==> config.mk <==
export PLATFORM = sky130hd
export DESIGN_NAME = interval_timer_counter
export DESIGN_NICKNAME = d
export VERILOG_FILES = /design/src/interval_timer_counter.v /design/src/bit_synchronizer.v
export VERILOG_INCLUDE_DIRS = /design/src
export SDC_FILE = /design/constraint.sdc
export NUM_CORES = 1
export LEC_CHECK = 0
export ABC_AREA = 1
export BUFFER_PORTS_ARGS = -buffer_cell sky130_fd_sc_hd__buf_4
export CAP_MARGIN = 20
export CORE_MARGIN = 2
export CORE_UTILIZATION = 30
export CTS_CLUSTER_DIAMETER = 120
export DETAILED_ROUTE_END_ITERATION = 7
export GPL_TIMING_DRIVEN = 0
export PLACE_DENSITY = 0.49
export SLEW_MARGIN = 5
export SYNTH_ARGS = -nofsm -noshare
export SYNTH_HDL_FRONTEND = slang
export SYNTH_SLANG_ARGS = --single-unit
==> constraint.sdc <==
create_clock -name clk -period 5.83 [get_ports clk]
set_input_delay 1.166 -clock clk [delete_from_list [all_inputs] [get_ports clk]]
set_output_delay 1.166 -clock clk [all_outputs]
set_load 0.03 [all_outputs]
==> src/interval_timer_regs.vh <==
// Notes on behaviour
// RULE1: Decimal bit picks BCD 0-9999 else binary
// RULE2: Both select bits set means read-back command
// RULE3: Read-back count request low latches picked counts
// RULE4: Read-back status request low latches status byte
// RULE5: Each pick bit includes its counter
// RULE6: Status holds output, null count, programmed fields
// RULE7: Null count reads one after count transfer
// RULE8: Mode 0 low until terminal, then high
// RULE9: Mode 0 first byte stops, second restarts
// RULE10: Mode 1 retriggerable one-shot from gate edge
// RULE11: Mode 2 one-clock low pulse each period
// RULE12: Mode 2 gate low forces high, edge restarts
// RULE13: Mode 3 even count steps by two
// RULE14: Mode 3 odd count high longer by one
// RULE15: Mode 4 strobe after load, gate inhibits
// RULE16: Mode 5 strobe after gate rising edge
// RULE17: Host writes control byte before count
// RULE18: Host keeps programmed byte order for pairs
// RULE19: Latch command freezes count in hold register
// RULE20: Four separate ports, any programming order
// RULE21: Counters 0,1 cascaded at 10 MHz, 2 events
// RULE22: Control word selects counter, access, mode
// RULE23: Counts from 2 up to 65535 accepted
// RULE24: Latched value frozen until fully read
`ifndef INTERVAL_TIMER_REGS_VH
`define INTERVAL_TIMER_REGS_VH
// ---------------------------------------------------------------
// Port offsets
// ---------------------------------------------------------------
`define COUNT_PORT_ZERO 5'h18
`define COUNT_PORT_ONE  5'h19
`define EVENT_PORT_TWO  5'h1a
`define CONTROL_WORD    5'h1b
// ---------------------------------------------------------------
// Control word fields
// ---------------------------------------------------------------
`define SEL_HI      7
`define SEL_LO      6
`define ACC_HI      5
`define ACC_LO      4
`define MODE_HI     3
`define MODE_LO     1
`define BCD_BIT     0
`define RB_COUNT_N  5
`define RB_STATUS_N 4
`define RB_PICK_LO  1
`define SEL_READBACK 2'h3
`define ACC_LATCH   2'h0
`define ACC_LOW     2'h1
`define ACC_HIGH    2'h2
`define ACC_BOTH    2'h3
`define MODE_ZERO   3'h0
`define MODE_ONE    3'h1
`define MODE_TWO    3'h2
`define MODE_THREE  3'h3
`define MODE_FOUR   3'h4
`define MODE_FIVE   3'h5
// ---------------------------------------------------------------
// Reset values and count constants
// ---------------------------------------------------------------
`define CTRL_RESET  6'h00
`define COUNT_RESET 16'h0000
`define COUNT_ONE   16'h0001
`define COUNT_TWO   16'h0002
`define BYTE_ZERO   8'h00
// ---------------------------------------------------------------
// Timing
// ---------------------------------------------------------------
`define CLK_FREQ_KHZ  250000
`define TIMER_SRC_KHZ 10000
`endif

==> src/interval_timer_counter.v <==
`timescale 1ns/100ps
`include "interval_timer_regs.vh"
module interval_timer_counter #(
	parameter PRESCALE = `CLK_FREQ_KHZ / `TIMER_SRC_KHZ
) (
	input  wire       clk,
	input  wire       rst,
	input  wire [4:0] busAddr,
	input  wire       busWrite,
	input  wire       busRead,
	input  wire [7:0] busWriteData,
	output reg  [7:0] busReadData,
	output reg        busReadValid,
	input  wire       isolatedInputFifteen,
	input  wire       eventGate,
	output wire       timerZeroOut,
	output wire       timerOut,
	output wire       eventOut
);
	// ---------------------------------------------------------------
	// Helper functions
	// ---------------------------------------------------------------
	// One-hot select of the three data ports
	function [2:0] portSel;
		input [4:0] a;
		begin
			portSel = {a == `EVENT_PORT_TWO, a == `COUNT_PORT_ONE,
				a == `COUNT_PORT_ZERO};
		end
	endfunction

	// Decrement by one in binary or in four decimal digits
	function [15:0] decOne;
		input [15:0] v;
		input        bcd;
		integer      i;
		reg          borrow;
		reg [3:0]    d;
		begin
			decOne = v;
			borrow = 1'b1;
			if (!bcd) begin
				decOne = v - `COUNT_ONE;
			end else begin
				for (i = 0; i < 4; i = i + 1) begin
					d = v[i*4 +: 4];
					if (borrow) begin
						if (d == 4'h0) begin
							d = 4'h9; // Borrow ripples on
						end else begin
							d = d - 4'h1;
							borrow = 1'b0;
						end
					end
					decOne[i*4 +: 4] = d;
				end
			end
		end
	endfunction

	// Codes 6 and 7 alias modes 2 and 3
	function [2:0] effMode;
		input [2:0] m;
		begin
			effMode = m[1] ? {1'b0, m[1:0]} : m;
		end
	endfunction

	// ---------------------------------------------------------------
	// Bus decode
	// ---------------------------------------------------------------
	localparam [4:0] PRESCALE_LAST = PRESCALE[4:0] - 5'h01;

	wire [2:0] dataWr = busWrite ? portSel(busAddr) : 3'h0; // [RULE20]
	wire [2:0] dataRd = busRead ? portSel(busAddr) : 3'h0;
	wire       ctrlWr = busWrite && (busAddr == `CONTROL_WORD);
	wire [1:0] wrSel  = busWriteData[`SEL_HI:`SEL_LO];
	wire [1:0] wrAcc  = busWriteData[`ACC_HI:`ACC_LO];
	// Both select bits high turn the word into read-back
	wire       readBack = (wrSel == `SEL_READBACK); // [RULE2]

	// ---------------------------------------------------------------
	// Clock sources
	// ---------------------------------------------------------------
	wire [1:0] pinSync;       // Synced event pin and gate
	reg  [4:0] prescaleCount; // 250 MHz down to 10 MHz
	reg        prescaleTick;  // One cycle per 10 MHz period
	reg        pinPrev;       // Last synced event level
	reg        zeroPrev;      // Last counter 0 output
	wire [2:0] tick;          // Count strobe per channel
	wire [2:0] gateLevel;     // Gate per channel

	bit_synchronizer #(
		.WIDTH   (2)
	) pinSyncer (
		.clk     (clk),
		.rst     (rst),
		.asyncIn ({eventGate, isolatedInputFifteen}),
		.syncOut (pinSync)
	);

	// Prescaler and edge history for the cascade and event pin
	always @(posedge clk) begin
		if (rst) begin
			prescaleCount <= 5'h00;
			prescaleTick <= 1'b0;
			pinPrev <= 1'b1; // Idle pin level, no false fall
			zeroPrev <= 1'b0;
		end else begin
			prescaleTick <= (prescaleCount == PRESCALE_LAST);
			if (prescaleCount == PRESCALE_LAST) begin
				prescaleCount <= 5'h00;
			end else begin
				prescaleCount <= prescaleCount + 5'h01;
			end
			pinPrev <= pinSync[0];
			zeroPrev <= timerZeroOut;
		end
	end

	// Counter 1 counts falling edges of counter 0 output, so the
	// pair forms one long timer; counter 2 counts pin falls
	assign tick[0] = prescaleTick; // [RULE21]
	assign tick[1] = zeroPrev && !timerZeroOut; // [RULE21]
	assign tick[2] = pinPrev && !pinSync[0]; // [RULE21]
	// Timer gates are strapped enabled
	assign gateLevel = {pinSync[1], 2'h3}; // [RULE21]

	// ---------------------------------------------------------------
	// Counter channels
	// ---------------------------------------------------------------
	genvar ch;
	generate
		for (ch = 0; ch < 3; ch = ch + 1) begin : chan
			localparam [1:0] CH_ID = ch;
			reg  [5:0]  ctrl;        // Access, mode, decimal flag
			reg  [15:0] initCount;   // Last complete count written
			reg  [15:0] liveCount;   // Counting element
			reg  [15:0] holdCount;   // Latched count
			reg  [7:0]  statusByte;  // Latched status
			reg  [7:0]  writeLow;    // First byte of a pair
			reg         outLevel;    // Counter output
			reg         nullCount;   // Count transferred flag
			reg         armed;       // Counting enabled
			reg         loadPending; // New count awaits transfer
			reg         countValid;  // A count exists since mode set
			reg         trigPending; // Gate rise awaits a tick
			reg         gatePrev;    // Last gate level
			reg         writeSecond; // Next write is high byte
			reg         readSecond;  // Next read is high byte
			reg         countHeld;   // Hold register in use
			reg         statusHeld;  // Status byte in use
			wire        gate = gateLevel[ch];
			wire [1:0]  acc  = ctrl[`ACC_HI:`ACC_LO];
			wire [2:0]  mode = effMode(ctrl[`MODE_HI:`MODE_LO]);
			wire        bcd  = ctrl[`BCD_BIT]; // [RULE1]
			wire [15:0] dec1 = decOne(liveCount, bcd); // [RULE1]
			wire [15:0] dec2 = decOne(dec1, bcd);
			wire [15:0] dec3 = decOne(dec2, bcd);
			// Odd counts take one step in high phase, three in low
			wire [15:0] sqStep = liveCount[0] ?
				(outLevel ? dec1 : dec3) : dec2; // [RULE13] [RULE14]
			wire        pick = busWriteData[`RB_PICK_LO + ch]; // [RULE5]
			wire        modeWr = ctrlWr && !readBack &&
				(wrSel == CH_ID) && (wrAcc != `ACC_LATCH); // [RULE22]
			wire        latchCmd = ctrlWr && ((!readBack &&
				(wrSel == CH_ID) && (wrAcc == `ACC_LATCH)) ||
				(readBack && !busWriteData[`RB_COUNT_N] && pick));
			wire        statusCmd = ctrlWr && readBack &&
				!busWriteData[`RB_STATUS_N] && pick; // [RULE4]
			wire [15:0] readSrc = countHeld ? holdCount : liveCount;
			// Status first, then held count, then live count
			wire [7:0]  rdByte = statusHeld ? statusByte :
				((acc == `ACC_HIGH) || ((acc == `ACC_BOTH) && readSecond)) ?
				readSrc[15:8] : readSrc[7:0]; // [RULE4] [RULE24]

			// Counting, bus side effects; later statements win
			always @(posedge clk) begin
				if (rst) begin
					ctrl <= `CTRL_RESET;
					initCount <= `COUNT_RESET;
					liveCount <= `COUNT_RESET;
					holdCount <= `COUNT_RESET;
					statusByte <= `BYTE_ZERO;
					writeLow <= `BYTE_ZERO;
					outLevel <= 1'b0;
					nullCount <= 1'b0;
					armed <= 1'b0;
					loadPending <= 1'b0;
					countValid <= 1'b0;
					trigPending <= 1'b0;
					gatePrev <= 1'b1; // Idle gate level, no false rise
					writeSecond <= 1'b0;
					readSecond <= 1'b0;
					countHeld <= 1'b0;
					statusHeld <= 1'b0;
				end else begin
					gatePrev <= gate;
					// Gate rise is kept until the next count strobe
					if (gate && !gatePrev) begin
						trigPending <= 1'b1;
					end else if (tick[ch]) begin
						trigPending <= 1'b0;
					end
					if (tick[ch]) begin
						case (mode)
						`MODE_ZERO, `MODE_FOUR: begin
							if (loadPending) begin
								liveCount <= initCount; // [RULE15]
								loadPending <= 1'b0;
								nullCount <= 1'b1; // [RULE7]
								armed <= 1'b1;
							end else if (armed && gate) begin
								liveCount <= dec1; // [RULE8]
								if (dec1 == `COUNT_RESET) begin
									if (mode == `MODE_ZERO) begin
										outLevel <= 1'b1; // [RULE8]
									end else begin
										outLevel <= 1'b0; // [RULE15]
										armed <= 1'b0;
									end
								end
							end
							if ((mode == `MODE_FOUR) && !outLevel) begin
								outLevel <= 1'b1; // [RULE15]
							end
						end
						`MODE_ONE, `MODE_FIVE: begin
							// Each trigger reloads, so both retrigger
							if (trigPending && countValid) begin
								liveCount <= initCount; // [RULE10] [RULE16]
								nullCount <= 1'b1;
								armed <= 1'b1;
								loadPending <= 1'b0;
								if (mode == `MODE_ONE) begin
									outLevel <= 1'b0; // [RULE10]
								end
							end else if (armed) begin
								liveCount <= dec1;
								if (dec1 == `COUNT_RESET) begin
									if (mode == `MODE_ONE) begin
										outLevel <= 1'b1; // [RULE10]
									end else begin
										outLevel <= 1'b0; // [RULE16]
										armed <= 1'b0;
									end
								end
							end
							if ((mode == `MODE_FIVE) && !outLevel) begin
								outLevel <= 1'b1; // [RULE16]
							end
						end
						`MODE_TWO, `MODE_THREE: begin
							if (!gate) begin
								outLevel <= 1'b1; // [RULE12]
							end else if ((loadPending && !armed) ||
								(trigPending && countValid)) begin
								liveCount <= initCount; // [RULE12]
								outLevel <= 1'b1;
								armed <= 1'b1;
								loadPending <= 1'b0;
								nullCount <= 1'b1;
							end else if (armed && (mode == `MODE_TWO)) begin
								if (liveCount == `COUNT_TWO) begin
									liveCount <= dec1;
									outLevel <= 1'b0; // [RULE11]
								end else if (liveCount == `COUNT_ONE) begin
									// Reload at period end only
									liveCount <= initCount; // [RULE11]
									outLevel <= 1'b1;
									loadPending <= 1'b0;
									nullCount <= 1'b1;
								end else begin
									liveCount <= dec1;
								end
							end else if (armed) begin
								if (sqStep == `COUNT_RESET) begin
									outLevel <= !outLevel; // [RULE13]
									liveCount <= initCount; // [RULE14]
									loadPending <= 1'b0;
									nullCount <= 1'b1;
								end else begin
									liveCount <= sqStep; // [RULE13]
								end
							end
						end
						default: begin
							armed <= armed;
						end
						endcase
					end
					// Reads advance byte order and release latches
					if (dataRd[ch]) begin
						if (statusHeld) begin
							statusHeld <= 1'b0; // [RULE4]
						end else if (acc == `ACC_BOTH) begin
							readSecond <= !readSecond;
							if (readSecond) begin
								countHeld <= 1'b0; // [RULE24]
							end
						end else begin
							countHeld <= 1'b0; // [RULE24]
						end
					end
					// A second latch before readout is ignored
					if (latchCmd && !countHeld) begin
						holdCount <= liveCount; // [RULE19] [RULE3]
						countHeld <= 1'b1;
					end
					if (statusCmd && !statusHeld) begin
						statusByte <= {outLevel, nullCount, ctrl}; // [RULE6]
						statusHeld <= 1'b1; // [RULE4]
					end
					if (dataWr[ch]) begin
						if ((acc == `ACC_BOTH) && !writeSecond) begin
							writeLow <= busWriteData;
							writeSecond <= 1'b1;
							if (mode == `MODE_ZERO) begin
								armed <= 1'b0; // [RULE9]
							end
						end else begin
							// Count complete: queue transfer
							if (acc == `ACC_HIGH) begin
								initCount <= {busWriteData, `BYTE_ZERO};
							end else if (acc == `ACC_LOW) begin
								initCount <= {`BYTE_ZERO, busWriteData};
							end else begin
								initCount <= {busWriteData, writeLow};
							end
							writeSecond <= 1'b0;
							loadPending <= 1'b1; // [RULE9] [RULE23]
							nullCount <= 1'b0; // [RULE7]
							countValid <= 1'b1;
							if (mode == `MODE_ZERO) begin
								outLevel <= 1'b0; // [RULE8]
							end
						end
					end
					// Mode write restarts the channel from scratch
					if (modeWr) begin
						ctrl <= busWriteData[`ACC_HI:`BCD_BIT]; // [RULE22]
						outLevel <= (effMode(busWriteData[`MODE_HI:`MODE_LO])
							!= `MODE_ZERO); // [RULE8] [RULE15]
						armed <= 1'b0;
						loadPending <= 1'b0;
						countValid <= 1'b0;
						nullCount <= 1'b0;
						trigPending <= 1'b0;
						writeSecond <= 1'b0;
						readSecond <= 1'b0;
						countHeld <= 1'b0;
						statusHeld <= 1'b0;
					end
				end
			end
		end
	endgenerate

	assign timerZeroOut = chan[0].outLevel;
	assign timerOut = chan[1].outLevel;
	assign eventOut = chan[2].outLevel;

	// ---------------------------------------------------------------
	// Read data register
	// ---------------------------------------------------------------
	// Data arrive one cycle after the read strobe; control port and
	// unmapped offsets read as zero
	always @(posedge clk) begin
		if (rst) begin
			busReadData <= `BYTE_ZERO;
			busReadValid <= 1'b0;
		end else begin
			busReadValid <= busRead;
			if (dataRd[0]) begin
				busReadData <= chan[0].rdByte;
			end else if (dataRd[1]) begin
				busReadData <= chan[1].rdByte;
			end else if (dataRd[2]) begin
				busReadData <= chan[2].rdByte;
			end else begin
				busReadData <= `BYTE_ZERO;
			end
		end
	end
endmodule // interval_timer_counter

==> src/bit_synchronizer.v <==
`timescale 1ns/100ps
// ---------------------------------------------------------------
// Two-stage synchroniser for asynchronous pins
// ---------------------------------------------------------------
module bit_synchronizer #(
	parameter WIDTH = 1
) (
	input  wire             clk,
	input  wire             rst,
	input  wire [WIDTH-1:0] asyncIn,
	output wire [WIDTH-1:0] syncOut
);
	reg [WIDTH-1:0] stageOne; // Metastable stage, read only below
	reg [WIDTH-1:0] stageTwo; // Settled copy

	// Both stages preset high to match the idle pins, so release of
	// reset shows no false edge; a pin idling low would see one fall
	always @(posedge clk) begin
		if (rst) begin
			stageOne <= {WIDTH{1'b1}};
			stageTwo <= {WIDTH{1'b1}};
		end else begin
			stageOne <= asyncIn;
			stageTwo <= stageOne;
		end
	end

	assign syncOut = stageTwo;
endmodule // bit_synchronizer

==> run metrics, run 1 <==
status=complete, no violations; Synth Area in XOR/XNOR=1.20%; most used cell, CP=nand2_1; fraction of registers with async set/reset=0%; DRT iter0 DRCs=2,453; row cnt=98; Final Hold Viols=0; worst-skew pair later-pin latency=570 ps; CTS root buf=clkbuf_16; post-route minimum period=5450 ps; RD Place Congestion=0.949; relative slew slack=30.8%; initial core utilization=30.3%; RSZ-0062 raised after global routing=no; number of nets in the layout=3,779; final setup violation count=0; CP max FO=20; core box area=71,500 um^2; Die Ht=273 um; top cells by area, synth=dfxtp_1 24%, nand2_1 16%, o21ai_0 7.6%; Worst VDD drop=164 uV; post-synth top area cell=dfxtp_1; Critical Path Source Type=flop; syn_area_per_cell=5.91 um^2; Post-Synthesis Cells=3,667; Total Die Area=74,400 um^2; Post-DP Area=23,100 um^2; post-route ant nets=0; P_leak=10.2 nW; main flop type after synthesis=dfxtp_1; CTS tree=built; clk_skew=31.5 ps; CP arrival=5950 ps; Pins Over Slew Limit=0; Post-synth EDFFs=0; DR pass1 iterations=8; vias in the first global route=23.7k; WL final=93,200 um; maximum clock rate=184 MHz; area grow syn2layout=11.9%; Synth top area share=23.8%; largest net degree at the start of global routing=22; CP Class=flop to flop; Slew @ Worst Pin=1040 ps; worst hold path class=flop to flop; Net Count, Synth=3,717; CTS Buffer Depth=3; synth unique cells=61; Min-Delay Startpoint=pinSyncer.stageOne[1]; TritonCTS buffer count=34; H-tree depth=2; Crit. End Element=flop; num ports=31; Fill cells=8,074; Syn Std Cell Area=21,700 um^2; PD cells=183 nW/um^2; Sink Count=258; I/O Buffers=27; post-synthesis mux area share=0%; Data required, critical path=6330 ps; mean routed wirelength per cell=19.8 um; Synth Area in Adders=1.79%; initial antenna violation count=5; global route overflow=0; flops & latches, synth=258; fin area=24,200 um^2; gr usage total=24.4%; largest family of logic cells by synthesized area=simple AND/OR/NAND/NOR gates; part of the cycle the worst path needs=93.5%; Vias per Instance=5.44; Die Wd=273 um; DR vias=25.6k; post-synthesis simple-gate area fraction=35.0%; hold_buf cts=0; CP startpoint=chan[1].liveCount[0]; reg2reg start=chan[1].liveCount[0]; post-layout util=33.9%; share of layout cells above drive strength 1=7.41%; Pwr Total=0.00443 W; slowest cell delay on critical path=460 ps; Worst path slowest cell=xor2_2; HPWL Detailed=71,900 um; max_cap viols=0; Residual DRC=0; compound-gate portion of the synthesized area=27.0%; sequential fraction of the synthesis area=23.8%; first-pass GRT wire length=143,000 um; YS warnings=0; CTS clk-pin slew, worst paths=60 ps
-- registers in the layout (all words and copies together), names as in the netlist, 2 cells and up --
| signal | cells |
|---|---|
| chan.holdCount | 48 |
| chan.initCount | 48 |
| chan.liveCount | 48 |
| chan.statusByte | 24 |
| chan.writeLow | 24 |
| chan.ctrl | 18 |
| busReadData | 8 |
| prescaleCount | 5 |
| chan.armed | 3 |
| chan.countHeld | 3 |
| chan.loadPending | 3 |
| chan.nullCount | 3 |
| chan.readSecond | 3 |
| chan.statusHeld | 3 |
| chan.writeSecond | 3 |
| pinSyncer.stageOne | 2 |
| pinSyncer.syncOut | 2 |
-- final timing paths --
path | to | slack, ps | cells past startpoint
max | chan[1].liveCount[15] | 380 | 32
min | pinSyncer.syncOut[1] | 410 | 1
max reg2reg | chan[1].liveCount[15] | 380 | 32
min reg2reg | pinSyncer.syncOut[1] | 410 | 1
-- per-stage QoR --
step	hold slack, ps	setup slack [ps]	cells	setup TNS, ps
2_1_floorplan	389	1360	3667	0
3_3_place_gp	392	-426	4644	-3750
3_5_place_dp	400	-372	4644	-2970
4_1_cts	414	91.0	4701	0
5_1_grt	418	12.6	4702	0
6_report	412	381	4703	0
-- report_power, final --
group          switching, W  internal, W  total (W)
Sequential        0.0000147      0.00178    0.00179
Combinational      0.000317     0.000106   0.000423
Clock              0.000903      0.00131    0.00222
Total               0.00123      0.00320    0.00443
-- per-layer routing --
| metal | share of wire [%] | wire length, um | track usage, % |
|---|---|---|---|
| met4 | 4.2 | 3920 | 9.89 |
| met5 | 0.039 | 36 | 0 |
| met1 | 46 | 42600 | 33.8 |
| met3 | 6.1 | 5700 | 2.76 |
| met2 | 44 | 41000 | 38.5 |
-- area by class of cell --
class	count	area, um^2	share of cell area (%)
multi-input combinational	2788	14100	58.2
sequential	258	5160	21.3
inverter	439	1660	6.84
tap	950	1190	4.90
clock buffer	44	970	4.00
buffer	180	758	3.13
timing repair buffer	28	210	0.867
clock inverter	15	185	0.764
antenna	1	2.50	0.0103
-- kinds of logic after synthesis --
group	after synthesis
adder cells (fa/ha/maj)	31
XOR/XNOR	27
flip-flops	258
AND/OR/NAND/NOR	1724
AO/OA/AOI/OAI	1006
buffers and inverters	621
-- cells in the final DEF, fill, tap and decap left out, types with 24 or more instances in the layout --
master	instances
nand2_1	919
a21oi_1	305
clkbuf_1	145
ha_1	29
nor2_2	24
a31oi_1	50
o22ai_1	46
nand2_2	35
clkbuf_16	35
nor3_1	28
nand4_1	47
o211ai_1	82
buf_4	30
inv_1	393
o21ai_0	329
dfxtp_1	258
nor2_1	279
o21ai_1	30
nand3_1	327
a211oi_1	69
-- worst max-delay path: cells and delay by family, from the launching register on --
kind	cells	cell delay, ps
AOI/OAI and AO/OA	4	580
xor gates and xnor gates	1	460
adders and majority gates	3	860
buffers and inverters	6	810
DFF	1	310
and+or+nand+nor	18	2330
-- cell usage after synthesis (3+ instances only) --
cell / count
nand3_2: 12
nor3_1: 28
buf_4: 3
a211oi_1: 69
nand4_1: 47
buf_6: 6
clkinv_1: 20
o31ai_1: 17
o221ai_1: 10
nand2_2: 34
o21ai_1: 30
or2_2: 8
buf_2: 17
dfxtp_1: 258
a21oi_1: 306
nor2_4: 19
o21ai_0: 329
a22oi_1: 11
nand2_1: 920
a21oi_2: 10
xor2_1: 20
buf_1: 11
nor2_2: 24
nand3b_1: 7
nor2_1: 279
o21a_1: 4
inv_2: 22
xnor2_1: 4
xor2_2: 3
inv_1: 394
o21bai_1: 10
a311oi_1: 4
o211ai_1: 82
nand2_4: 6
o21ai_2: 6
a221oi_1: 13
clkbuf_1: 144
nand3_1: 327
a31oi_1: 50
nand4_2: 3
ha_1: 31
o22ai_1: 46
-- repair_timing --
item                                    4_1_cts  5_1_grt
setup buffers                                 0        0
gates resized for setup                       0       14
pin swaps                                     0        0
endpoints found under the setup margin       21       40
No activity file was read; power rests on OpenSTA's default activity.
==> run 2: changes to the inputs <==
--- a/config.mk
+++ b/config.mk
@@ -11,10 +11,11 @@
 export CAP_MARGIN = 20
 export CORE_MARGIN = 2
 export CORE_UTILIZATION = 30
+export CTS_BUF_LIST = sky130_fd_sc_hd__clkbuf_8
 export CTS_CLUSTER_DIAMETER = 120
 export DETAILED_ROUTE_END_ITERATION = 7
-export GPL_TIMING_DRIVEN = 0
 export PLACE_DENSITY = 0.49
+export RECOVER_POWER = 50
 export SLEW_MARGIN = 5
 export SYNTH_ARGS = -nofsm -noshare
 export SYNTH_HDL_FRONTEND = slang
==> run 2 against run 1 <==
  * The flow now finishes with violations (max-capacitance violations, max-slew violations)
  * Highest routed layer is now met4
  * Non-clock buffer count is 127 lower
  * Sequential power hardly changed
  * Largest cell class unchanged
  * Register-to-register slack better by 330 ps
  * Maximum frequency is 6.3% higher
==> run metrics, run 2 (synthesis gave the netlist of run 1 again) <==
status=finished, violations left; violated checks=max-capacitance violations, max-slew violations; clk_skew=33.1 ps (+1.65 ps); vias in the first global route=23.0k (-2.7%); largest net degree at the start of global routing=68 (+210%); part of the cycle the worst path needs=87.9% (-5.5 points); share of layout cells above drive strength 1=8.30% (+0.89 points); Data required, critical path=6320 ps (about the same); gr usage total=22.9% (-1.5 points); Critical Path Source Type=primary input; first-pass GRT wire length=137,000 um (-4.2%); final setup violation count=0 (unchanged); final setup margin=703 ps (+322 ps); DR pass1 iterations=6 (-2); maximum clock rate=195 MHz (+6.3%); Clk pwr share=48.1% (-1.9 points); global route overflow=0 (unchanged); HPWL Detailed=63,000 um (-12%); RSZ-0062 raised after global routing=no; Finished Layout Cells=4,612 (-1.9%); H-tree depth=2 (unchanged); CTS tree=built; mean routed wirelength per cell=19.0 um (-4.3%); I/O Buffers=30 (+11%); relative slew slack=-102% (-130 points); max_cap viols=2 (+2); met3 wire length=5310 um (-6.8%); area grow syn2layout=9.60%; met2 WL=40,000 um (-2.5%); row cnt=98 (unchanged); CP top delay family=buffers and inverters; switching share of power=28.9% (+1.0 points); RD Place Congestion=0.907 (-4.4%); number of nets in the layout=3,669 (-2.9%); Die Ht=273 um (unchanged); Slew @ Worst Pin=3030 ps (+2000 ps); worst hold path class=flop to flop; hold_buf cts=0 (unchanged); most common cell after layout, fill and taps aside=nand2_1; Final Hold Viols=0 (unchanged); Pins Over Slew Limit=124 (+124); CTS root buf=clkbuf_8; core box area=71,500 um^2 (unchanged); post-CTS sizing=0 (unchanged); CTS clk-pin slew, worst paths=60 ps (about the same); slowest cell delay on critical path=2280 ps (+1820 ps); sequential share of power=42.3% (+1.9 points); CP arrival=5620 ps (-330 ps); Total Die Area=74,400 um^2 (unchanged); Residual DRC=0 (unchanged); Worst VDD drop=134 uV (-18%); post-route minimum period=5130 ps (-322 ps); Worst path slowest cell=clkinvlp_2; worst path bufs/invs=3 (-3); post-route ant nets=0 (unchanged); Sw Pwr=0.00122 W (-0.93%); placed cell count=4,515 (-2.8%); commonest cells after routing, fill and taps aside=920 x nand2_1, 409 x inv_1, 329 x o21ai_0; WL final=87,500 um (-6.2%); P_leak=10.1 nW (-0.50%); CP Class=primary input to flop; Vias per Instance=5.41 (-0.60%); initial core utilization=30.3% (unchanged); PD cells=178 nW/um^2 (-2.4%); Internal Pwr Total=0.00301 W (-5.8%); DR top layer=met4; worst-skew pair later-pin latency=660 ps (+90 ps); num ports=31 (unchanged); Setup Fix Bufs, Post-CTS=0 (unchanged); top flop regs=chan.holdCount: 48 flops, chan.initCount: 48 flops, chan.liveCount: 48 flops; critical-path cell list=buf_4 -> clkinvlp_2 -> clkbuf_1 -> o21ai_0 -> a21oi_1; Comb power frac=9.6% (about the same); metal1 wirelength=39,700 um (-6.6%); Sink Count=258 (unchanged); DRT iter0 DRCs=2,319 (-5.5%); setup_tns=0 ps (unchanged); CP max FO=67 (+240%); CTS Buffer Depth=3 (unchanged); pre-CTS WS=820 ps (+1190 ps); Crit. End Element=flop; TritonCTS buffer count=51 (+50%); initial antenna violation count=1 (-4); Die Wd=273 um (unchanged); DR vias=24.9k (-2.5%)
-- run 2: per-stage QoR --
step                      util, %  cell area (um^2)  power, W  hold slack (ps)
after floorplan                 -             21700   0.00208              389
after detailed placement     31.7             22700   0.00223              405
after CTS                    33.3             23800   0.00427              425
after global routing         33.2             23700   0.00440              431
final                        33.2             23700   0.00423              419
after global placement       31.7             22700   0.00223              408
-- run 2: worst register-to-register path: cells and delay by family, from the launching register on --
kind                       cells  cell delay [ps]
AOI/OAI and AO/OA              7              970
adders and majority gates      2              500
buffers and inverters          4              580
DFF                            1              370
and+or+nand+nor               20             2640
-- run 2: final cells by class --
cell class                 count  area [um^2]
inverter                     439         1660
tap                          950         1190
multi-input combinational   2788        14100
fill                        8081        47700
antenna                        1         2.50
sequential                   258         5160
clock inverter                27          171
timing repair buffer          81          542
clock buffer                  68          936
-- run 2: final timing paths --
check	slack [ps]	cells past startpoint	startpoint	endpoint
max	700	5	rst	chan[0].initCount[3]
min	420	1	pinSyncer.stageOne[0]	pinSyncer.syncOut[0]
min reg2reg	420	1	pinSyncer.stageOne[0]	pinSyncer.syncOut[0]
max reg2reg	710	33	chan[1].liveCount[2]	chan[1].liveCount[3]
-- run 2: power by group through the flow --
stage / registers [W] / logic [W] / clock network, W
2_1_floorplan: 0.00183 / 0.000259 / 0
3_3_place_gp: 0.00183 / 0.000403 / 0
3_5_place_dp: 0.00183 / 0.000399 / 0
4_1_cts: 0.00179 / 0.000401 / 0.00208
5_1_grt: 0.00179 / 0.000448 / 0.00216
6_report: 0.00179 / 0.000405 / 0.00204
-- run 2: metal layers --
| metal | up-vias | global-route usage [%] |
|---|---|---|
| li1 | 12300 | - |
| met1 | 11700 | 31.2 |
| met2 | 863 | 37.7 |
| met3 | 159 | 2.79 |
| met4 | 0 | 6.91 |
| met5 | - | 0 |
